===== src/common/mws_pkg.sv =====
package mws_pkg;
   // ------------------------------------------------------------
   // timing
   // ------------------------------------------------------------
   localparam int unsigned CLK_HZ = 200_000_000;
   // timeout interval in milliseconds: least, typical, most
   localparam int unsigned TIMEOUT_MIN_MS = 1100;
   localparam int unsigned TIMEOUT_TYP_MS = 1600;
   localparam int unsigned TIMEOUT_MAX_MS = 2300;
   localparam longint unsigned TIMEOUT_TYP_CYC = longint'(TIMEOUT_TYP_MS) * CLK_HZ / 1000;
   localparam int unsigned CNT_W = 32;
   // width of the low pulse on the timeout output
   localparam int unsigned PULSE_US = 1;
   localparam int unsigned PULSE_CYC = PULSE_US * (CLK_HZ / 1_000_000);
   // synchroniser depth for the kick pin
   localparam int unsigned SYNC_STAGES = 3;
   // reset value of the timeout output (inactive, high)
   localparam logic TIMEOUT_RST = 1'b1;
endpackage : mws_pkg


===== src/common/mws_kick_if.sv =====
interface mws_kick_if;
   logic edge_seen; // one-cycle pulse on each filtered kick edge
   logic level;     // filtered kick level
   modport src (output edge_seen, output level);
   modport dst (input edge_seen, input level);
endinterface : mws_kick_if


===== src/logic/mws_watchdog.sv =====
module mws_watchdog #(
   parameter longint unsigned TIMEOUT_CYC = mws_pkg::TIMEOUT_TYP_CYC,
   parameter bit ENABLE_LINK = 1'b1,
   parameter bit ROUTE_TO_RESET = 1'b0
) (
   input wire logic clk_sys, // system clock, 200 MHz
   input wire logic rst_b, // async reset, active low
   input wire logic watchdog_kick_input, // kick pin from supervising logic
   input wire logic ext_reset_n, // external master reset request, active low
   output logic timeout_output_n, // timeout output, active low
   output logic master_reset_n, // module master reset, active low
   output logic armed // watchdog supervising
);
   // ------------------------------------------------------------
   // kick edge detection
   // ------------------------------------------------------------
   mws_kick_if kick ();

   mws_kick_sync u_sync (
      .clk_sys(clk_sys),
      .rst_b(rst_b),
      .kick_pin(watchdog_kick_input),
      .kick(kick)
   );

   // ------------------------------------------------------------
   // constants
   // ------------------------------------------------------------
   // the register stage after the counter adds the last cycle of the interval
   localparam logic [mws_pkg::CNT_W-1:0] LAST = (mws_pkg::CNT_W)'(TIMEOUT_CYC - 1);
   localparam logic [mws_pkg::CNT_W-1:0] PULSE_LAST = (mws_pkg::CNT_W)'(mws_pkg::PULSE_CYC - 1);
   localparam logic [mws_pkg::CNT_W-1:0] CNT_ONE = (mws_pkg::CNT_W)'(1);

   typedef enum logic [1:0] {ST_DORMANT, ST_RUN, ST_PULSE} mws_state_e;

   // ------------------------------------------------------------
   // declarations
   // ------------------------------------------------------------
   mws_state_e state_reg;
   mws_state_e state_next;
   logic [mws_pkg::CNT_W-1:0] cnt_reg;
   logic [mws_pkg::CNT_W-1:0] cnt_next;
   logic [mws_pkg::CNT_W-1:0] pcnt_reg;
   logic [mws_pkg::CNT_W-1:0] pcnt_next;
   logic wdo_reg;
   logic wdo_next;
   logic supervising; // kicks and timeouts count
   logic in_pulse; // timeout output is being held low
   logic kick_hit; // accepted kick edge
   logic interval_end; // a whole interval passed with no kick
   logic pulse_end; // last low cycle of the timeout pulse

   // ------------------------------------------------------------
   // event decode
   // ------------------------------------------------------------
   always_comb
   begin
      supervising = (state_reg != ST_DORMANT);
      in_pulse = (state_reg == ST_PULSE);
      kick_hit = kick.edge_seen;
      // a kick in the last cycle of an interval wins, so no pulse follows
      interval_end = supervising && !kick_hit && (cnt_reg == LAST);
      pulse_end = in_pulse && (pcnt_reg == PULSE_LAST);
   end

   // ------------------------------------------------------------
   // supervision state
   // ------------------------------------------------------------
   always_comb
   begin
      state_next = state_reg;
      case (state_reg)
         ST_DORMANT:
         begin
            // a floating pin shows no edges, so supervision never starts
            if (ENABLE_LINK && kick_hit)
            begin
               state_next = ST_RUN;
            end
         end
         ST_RUN:
         begin
            if (interval_end)
            begin
               state_next = ST_PULSE;
            end
         end
         ST_PULSE:
         begin
            // an interval that ends inside the pulse starts a fresh pulse
            if (interval_end)
            begin
               state_next = ST_PULSE;
            end
            else if (pulse_end)
            begin
               state_next = ST_RUN;
            end
         end
         default:
         begin
            state_next = ST_DORMANT;
         end
      endcase
   end

   always_ff @(posedge clk_sys or negedge rst_b)
   begin
      if (!rst_b)
      begin
         state_reg <= ST_DORMANT;
      end
      else
      begin
         state_reg <= state_next;
      end
   end

   // ------------------------------------------------------------
   // interval counter
   // ------------------------------------------------------------
   always_comb
   begin
      cnt_next = cnt_reg;
      if (!supervising)
      begin
         cnt_next = '0;
      end
      else if (kick_hit)
      begin
         cnt_next = '0;
      end
      else if (interval_end)
      begin
         // timer restarts while the pulse is still low
         cnt_next = '0;
      end
      else
      begin
         cnt_next = cnt_reg + CNT_ONE;
      end
   end

   always_ff @(posedge clk_sys or negedge rst_b)
   begin
      if (!rst_b)
      begin
         cnt_reg <= '0;
      end
      else
      begin
         cnt_reg <= cnt_next;
      end
   end

   // ------------------------------------------------------------
   // timeout pulse length
   // ------------------------------------------------------------
   always_comb
   begin
      pcnt_next = pcnt_reg;
      if (interval_end)
      begin
         pcnt_next = '0;
      end
      else if (in_pulse && !pulse_end)
      begin
         pcnt_next = pcnt_reg + CNT_ONE;
      end
   end

   always_ff @(posedge clk_sys or negedge rst_b)
   begin
      if (!rst_b)
      begin
         pcnt_reg <= '0;
      end
      else
      begin
         pcnt_reg <= pcnt_next;
      end
   end

   // ------------------------------------------------------------
   // timeout output register
   // ------------------------------------------------------------
   always_comb
   begin
      // inactive high unless an interval has just ended or a pulse runs on
      wdo_next = 1'h1;
      if (interval_end)
      begin
         wdo_next = 1'h0;
      end
      else if (in_pulse && !pulse_end)
      begin
         wdo_next = 1'h0;
      end
   end

   always_ff @(posedge clk_sys or negedge rst_b)
   begin
      if (!rst_b)
      begin
         wdo_reg <= mws_pkg::TIMEOUT_RST;
      end
      else
      begin
         wdo_reg <= wdo_next;
      end
   end

   // ------------------------------------------------------------
   // outputs and build routing
   // ------------------------------------------------------------
   assign timeout_output_n = wdo_reg;
   assign armed = supervising;
   // the pin request is ignored once the timeout owns the reset line
   assign master_reset_n = ROUTE_TO_RESET ? wdo_reg : ext_reset_n;
endmodule : mws_watchdog


===== src/logic/mws_kick_sync.sv =====
module mws_kick_sync (
   input wire logic clk_sys, // system clock
   input wire logic rst_b, // async reset, active low
   input wire logic kick_pin, // raw kick pin
   mws_kick_if.src kick // filtered kick events
);
   logic [2:0] sync_reg;
   logic [2:0] sync_next;
   logic level_reg;
   logic level_next;
   logic edge_reg;
   logic edge_next;

   always_comb
   begin
      sync_next = {sync_reg[1:0], kick_pin};
      level_next = level_reg;
      edge_next = 1'b0;
      // a change counts only once stages two and three agree
      if ((sync_reg[2] == sync_reg[1]) && (sync_reg[2] != level_reg))
      begin
         level_next = sync_reg[2];
         edge_next = 1'b1;
      end
   end

   always_ff @(posedge clk_sys or negedge rst_b)
   begin
      if (!rst_b)
      begin
         sync_reg <= 3'h0;
         level_reg <= 1'b0;
         edge_reg <= 1'b0;
      end
      else
      begin
         sync_reg <= sync_next;
         level_reg <= level_next;
         edge_reg <= edge_next;
      end
   end

   assign kick.edge_seen = edge_reg;
   assign kick.level = level_reg;
endmodule : mws_kick_sync


===== config.mk =====
export PLATFORM = sky130hd
export DESIGN_NAME = mws_watchdog
export DESIGN_NICKNAME = d
export VERILOG_FILES = /design/src/common/mws_pkg.sv /design/src/common/mws_kick_if.sv /design/src/logic/mws_watchdog.sv /design/src/logic/mws_kick_sync.sv
export SDC_FILE = /design/constraint.sdc
export NUM_CORES = 1
export LEC_CHECK = 0
export BUFFER_PORTS_ARGS = -buffer_cell sky130_fd_sc_hd__buf_2
export CAP_MARGIN = 0
export CORE_MARGIN = 4
export CORE_UTILIZATION = 58
export DETAILED_ROUTE_END_ITERATION = 8
export PLACE_DENSITY = 0.75
export SLEW_MARGIN = 15
export SYNTH_ARGS = -nofsm -noshare
export SYNTH_HDL_FRONTEND = slang
export SYNTH_HIERARCHICAL = 1
export SYNTH_SLANG_ARGS = --single-unit

===== constraint.sdc =====
create_clock -name clk_sys -period 4.85 [get_ports clk_sys]
set_input_delay 0.97 -clock clk_sys [delete_from_list [all_inputs] [get_ports clk_sys]]
set_output_delay 0.97 -clock clk_sys [all_outputs]
set_load 0.01 [all_outputs]

==> impl_metrics.yaml, run 1 <==
sta:
  slew_viol_final: 0
  hold_viol_final: 0
  fmax_ghz: 0.413
  rsz0062_at_grt: "no"
  tns_ns: 0
  fin_crit_sh_pct: 49.9
  hold_ws_ns: 0.357
  tightest_slew_ns: 1.06
  clock_skew_ns: 0.0114
  maxSlewHeadroom_pct: 29.4
  setup_viol_count_final: 0
  fin_crit_ns: 2.42
synthesis:
  yosys_most_used_dff: "dfrtp_1"
  ys_seq_area_share_pct: 49.9
  synth-edff-count: 0
  synth_top_area_share_pct: 49.2
  yosysTopAreaCell: "dfrtp_1"
  ys_ff_latch: 72
  syn_area_um2: 3610
  synthArstFlopShare_pct: 100
  synth_area_leaders: "dfrtp_1 49%, xor2_1 8.0%, nor2_1 6.0%, nand4_1 4.2%, xnor2_1 3.9%"
  syn_inst: 371
  synth_most_common_cell: "dfrtp_1"
  ys_types: 43
  syn_avg_cell_area_um2: 9.74
  yosys_warnings: 6
  synth_fp_nets: 377
  synth_commonest_cells: "71 x dfrtp_1, 58 x nor2_1, 33 x xor2_1, 24 x nand4_1, 22 x nand2_1"
floorplanning:
  initial_core_util_pct: 60.3
  chipHeight_um: 86.9
  die_x_um: 86.9
  core_um2: 5990
  floorplan.rows: 28
  io_pins: 7
  die_area_um2: 7550
clocking:
  ctsHoldBuffers: 0
  post_cts_buffers: 0
  cts_tree: "built"
  cts_resized: 0
  clk_latency_ns: 0.35
  clk_pin_slew_worst_paths_ns: 0.08
  root_buffer: "clkbuf_8"
  cts_sinks: 72
  max-clock-path-buffers: 2
  htreeDepth: 3
  cts_made_buffers: 9
power_and_ir_drop:
  p_sw_mw: 0.266
  p_clk_share_pct: 40.1
  p_sw_share_pct: 23.5
  pwr-share-comb_pct: 4.2
  cellInternalPower_mw: 0.868
  irDropWorstVdd_uv: 172
  cellPowerDensity_nw_per_um2: 292
  power_leakage_nw: 1.65
  seq_power_share_pct: 55.7
finish:
  final.fill_count: 475
  diodes: 0
  final_nets: 383
  area_growth_pct: 7.48
  drive_above_1_share_pct: 9.97
  fin_util_pct: 64.8
worst_setup_path:
  reg2reg_depth: 7
  cp_max_fo: 31
  r2r-start: "cnt_reg[0]$_DFF_PN0_"
  crit_arrival_ns: 2.61
  worstReg2RegEnd: "cnt_reg[21]$_DFF_PN0_"
  crit_start: "cnt_reg[0]$_DFF_PN0_"
  crit_end: "cnt_reg[21]$_DFF_PN0_"
  r2r_setup_slack_ns: 2.43
  critPathKind: "reg2reg"
  cp-start-kind: "flip-flop"
  cp.required_ns: 5.04
  cp-end-kind: "flip-flop"
global_route:
  antenna_found_initial: 0
  grt_overflow: 0
  grt_max_degree: 42
  grt_pass1_vias: 2687
  grt_pass1_wl_mm: 12.6
  track_usage_pct: 21.1
placed_design:
  portBuffers: 4
  place.gp.congestion: 0.792
  dp_hpwl_mm: 4.58
run_status:
  status: "finished, final reports clean"
route:
  wl_per_cell_um: 15.4
  viasPerCell: 5.94
  ant_nets: 0
  dr.pass1.iters: 4
  dr_total_vias: 2708
  drtIter0Drc: 147
  wl_mm: 7.02
  drc: 0
worst_hold_path:
  min_path_type: "reg2reg"
job:
  maxCapViolCount: 0
## kinds of logic after synthesis
group                      after synthesis  share of synthesized area (%)
and+or+nand+nor                        198                           29.0
xor gates and xnor gates                49                           11.9
adders and majority gates                3                           1.00
muxes                                    1                          0.277
buffers and inverters                   16                           1.97
DFF                                     72                           49.9
AOI/OAI and AO/OA                       32                           5.92
## per-layer routing
metal | global-route usage [%] | up-vias | routed length (um) | share of wire (%)
li1 | - | 1331 | - | -
met1 | 29.6 | 1303 | 3360 | 48
met2 | 31.6 | 61 | 3210 | 46
met3 | 5.58 | 13 | 340 | 4.8
met4 | 7.51 | 0 | 104 | 1.5
met5 | 0 | - | 0 | 0
## through the flow
step           setup WS (ns)  std cells  total power, mW  area [um^2]
2_1_floorplan           2.65        371            0.670         3610
3_3_place_gp            2.50        441            0.689         3700
3_5_place_dp            2.46        441            0.692         3700
4_1_cts                 2.43        456             1.15         3880
5_1_grt                 2.18        456             1.19         3880
6_report                2.43        456             1.13         3880
## critical path, stage by stage, from the launching register on
cell and delay [ns]:
dfrtp_1 0.40, ha_1 0.20, nand3_1 0.17, nor3_1 0.21, buf_4 0.22, nand3_1 0.12, nand2_1 0.79, nor2_1 0.12
## final cells by class
cell class | instances | area, um^2 | share of cell area (%)
Multi-Input combinational cell | 283 | 1740 | 44.8
Clock buffer | 10 | 128 | 3.29
Tap cell | 75 | 93.8 | 2.42
Clock inverter | 5 | 58.8 | 1.51
Inverter | 3 | 11.3 | 0.290
Sequential cell | 72 | 1800 | 46.4
Timing Repair Buffer | 8 | 50.0 | 1.29
## placed cells by master (no fill, tap or decap), types with 2 or more instances in the layout
cell type    n
ha_1         2
nor3_1      14
or2_2        3
buf_4        4
inv_1        3
and4_1       6
a21oi_1      7
clkinvlp_4   2
nor4_1       8
xor2_1      33
clkbuf_8     9
dfrtp_1     71
o31ai_1      5
and3_1       6
nand2_1     22
nor2_1      58
nand2b_1     2
nand3_1     21
nand4_1     24
or3_1       11
nand3b_1     2
buf_2        4
o21ai_0      9
a21oi_2      5
nor4_2       2
and2_1       3
nor2b_1      3
xnor2_1     16
or4_1        7
## how the worst min path moves through the flow
stage | start | endpoint | slack [ns] | cells after the start
6_report | u_sync/sync_reg[0]$_DFF_PN0_ | u_sync/sync_reg[1]$_DFF_PN0_ | 0.36 | 0
5_1_grt | u_sync/sync_reg[0]$_DFF_PN0_ | u_sync/sync_reg[1]$_DFF_PN0_ | 0.37 | 0
4_1_cts | u_sync/sync_reg[0]$_DFF_PN0_ | u_sync/sync_reg[1]$_DFF_PN0_ | 0.36 | 0
3_5_place_dp | u_sync/sync_reg[0]$_DFF_PN0_ | u_sync/sync_reg[1]$_DFF_PN0_ | 0.34 | 0
3_3_place_gp | u_sync/sync_reg[0]$_DFF_PN0_ | u_sync/sync_reg[1]$_DFF_PN0_ | 0.35 | 0
2_1_floorplan | u_sync/sync_reg[0]$_DFF_PN0_ | u_sync/sync_reg[1]$_DFF_PN0_ | 0.33 | 0
## power groups by stage
stage	Combinational (mW)	Clock, mW	Sequential, mW
floorplan	0.0299	0	0.640
global placement	0.0469	0	0.642
detailed placement	0.0487	0	0.644
CTS	0.0488	0.467	0.632
global route	0.0532	0.498	0.634
finish	0.0474	0.455	0.632
(Power assumes the default switching activity.)
==> run 2: changes to the inputs <==
==> constraint.sdc (replaced) <==
create_clock -name clk_sys -period 2.5 [get_ports clk_sys]
set_input_delay 0.5 -clock clk_sys [delete_from_list [all_inputs] [get_ports clk_sys]]
set_output_delay 0.5 -clock clk_sys [all_outputs]
set_load 0.01 [all_outputs]
==> impl_metrics.yaml, run 2 (synthesis gave the netlist of run 1 again) <==
floorplanning:
  chipHeight_um: 86.9
  die_x_um: 86.9
  io_pins: 7
  core_um2: 5990
  initial_core_util_pct: 60.3
  die_area_um2: 7550
  floorplan.rows: 28
finish:
  final_common_cell: "dfrtp_1"
  final_nets: 391
  final.fill_count: 476
  area_growth_pct: 9.46
  drive_above_1_share_pct: 11.8
  most-common-layout-cells: "71 x dfrtp_1, 58 x nor2_1, 33 x xor2_1"
  diodes: 0
placed_design:
  place.gp.congestion: 0.892
  dp_hpwl_mm: 4.73
  post-place-ws_ns: 0.196
  portBuffers: 4
worst_setup_path:
  crit_arrival_ns: 2.54
  cp_max_fo: 9
  crit_path_frequent_cell: "or4_1"
  cp.depth: 6
  reg2reg_depth: 6
  path_cells: "or4_1 -> or4_4 -> o21ai_4 -> buf_4 -> or4_1 -> a21oi_2"
  slowest_stage: "or4_4"
  cp-end-kind: "flip-flop"
  crit_family: "simple AND/OR/NAND/NOR gates"
  max_stage_delay_ns: 0.60
  cp-start-kind: "flip-flop"
  critPathKind: "reg2reg"
  path_buf_inv: 1
  cp.required_ns: 2.71
sta:
  rsz0062_at_grt: "no"
  maxSlewHeadroom_pct: 71.7
  hold_viol_final: 0
  hold_ws_ns: 0.175
  setup_viol_count_final: 0
  clock_skew_ns: 0.00690
  slew_viol_final: 0
  fin_crit_sh_pct: 93.2
  fmax_ghz: 0.429
  tns_ns: 0
  fin_crit_ns: 2.33
  tightest_slew_ns: 0.421
  setup_ws_ns: 0.169
clocking:
  cts_tree: "built"
  cts_resized: 0
  ctsHoldBuffers: 0
  max-clock-path-buffers: 2
  clk_pin_slew_worst_paths_ns: 0.07
  clk_latency_ns: 0.34
  root_buffer: "clkbuf_8"
  cts_sinks: 72
  htreeDepth: 3
  post_cts_buffers: 0
  cts_made_buffers: 9
global_route:
  grt_pass1_wl_mm: 12.6
  grt_pass1_vias: 2700
  antenna_found_initial: 0
  grt_overflow: 0
  track_usage_pct: 21.0
  grt_max_degree: 73
route:
  ant_nets: 0
  wl_mm: 7.03
  dr.pass1.iters: 7
  dr_total_vias: 2776
  drc: 0
  wl_per_cell_um: 15.1
  drtIter0Drc: 211
  viasPerCell: 5.97
power_and_ir_drop:
  irDropWorstVdd_uv: 442
  cellPowerDensity_nw_per_um2: 550
  power_leakage_nw: 1.70
worst_hold_path:
  min_path_type: "in2async"
job:
  maxCapViolCount: 0
run_status:
  status: "finished, final reports clean"
==> run 2: area by class of cell <==
cell class	count	area (um^2)	share of cell area [%]
inverter	3	11.3	0.285
multi-input combinational	283	1740	44.0
sequential	72	1800	45.6
tap	75	93.8	2.37
clock buffer	14	173	4.37
clock inverter	2	12.5	0.316
timing repair buffer	16	123	3.10
==> run 2: final timing paths <==
kind / start / endpoint / slack [ns]
min in group clk_sys: watchdog_kick_input / u_sync/sync_reg[0]$_DFF_PN0_ / 0.27
max in group asynchronous: rst_b / timeout_output_n$_DFF_PN1_ / 1.99
setup reg to reg: pcnt_reg[4]$_DFFE_PN0N_ / pcnt_reg[11]$_DFFE_PN0N_ / 0.17
setup / recovery: pcnt_reg[4]$_DFFE_PN0N_ / pcnt_reg[11]$_DFFE_PN0N_ / 0.17
hold / removal: rst_b / cnt_reg[9]$_DFF_PN0_ / 0.17
hold reg to reg: u_sync/sync_reg[0]$_DFF_PN0_ / u_sync/sync_reg[1]$_DFF_PN0_ / 0.36
==> run 2: routing by layer <==
| layer | share of wire (%) | global-route usage (%) |
|---|---|---|
| met5 | 0 | 0 |
| met4 | 1.8 | 9.77 |
| met3 | 3.3 | 3.50 |
| met2 | 45 | 29.7 |
| met1 | 50 | 31.4 |
==> run 2: report_power, final <==
group	internal (mW)	total (mW)	switching, mW
clock	0.441	0.849	0.407
sequential	1.20	1.23	0.0289
combinational	0.0371	0.0993	0.0621
total	1.68	2.17	0.498
==> run 2: through the flow <==
stage	std cells	cell area, um^2	total power, mW	util (%)
after floorplan	371	3610	1.30	-
after global placement	449	3770	1.34	62.9
after detailed placement	449	3770	1.35	62.9
after CTS	465	3950	2.20	66.0
after global routing	465	3950	2.26	66.0
final	465	3950	2.17	66.0
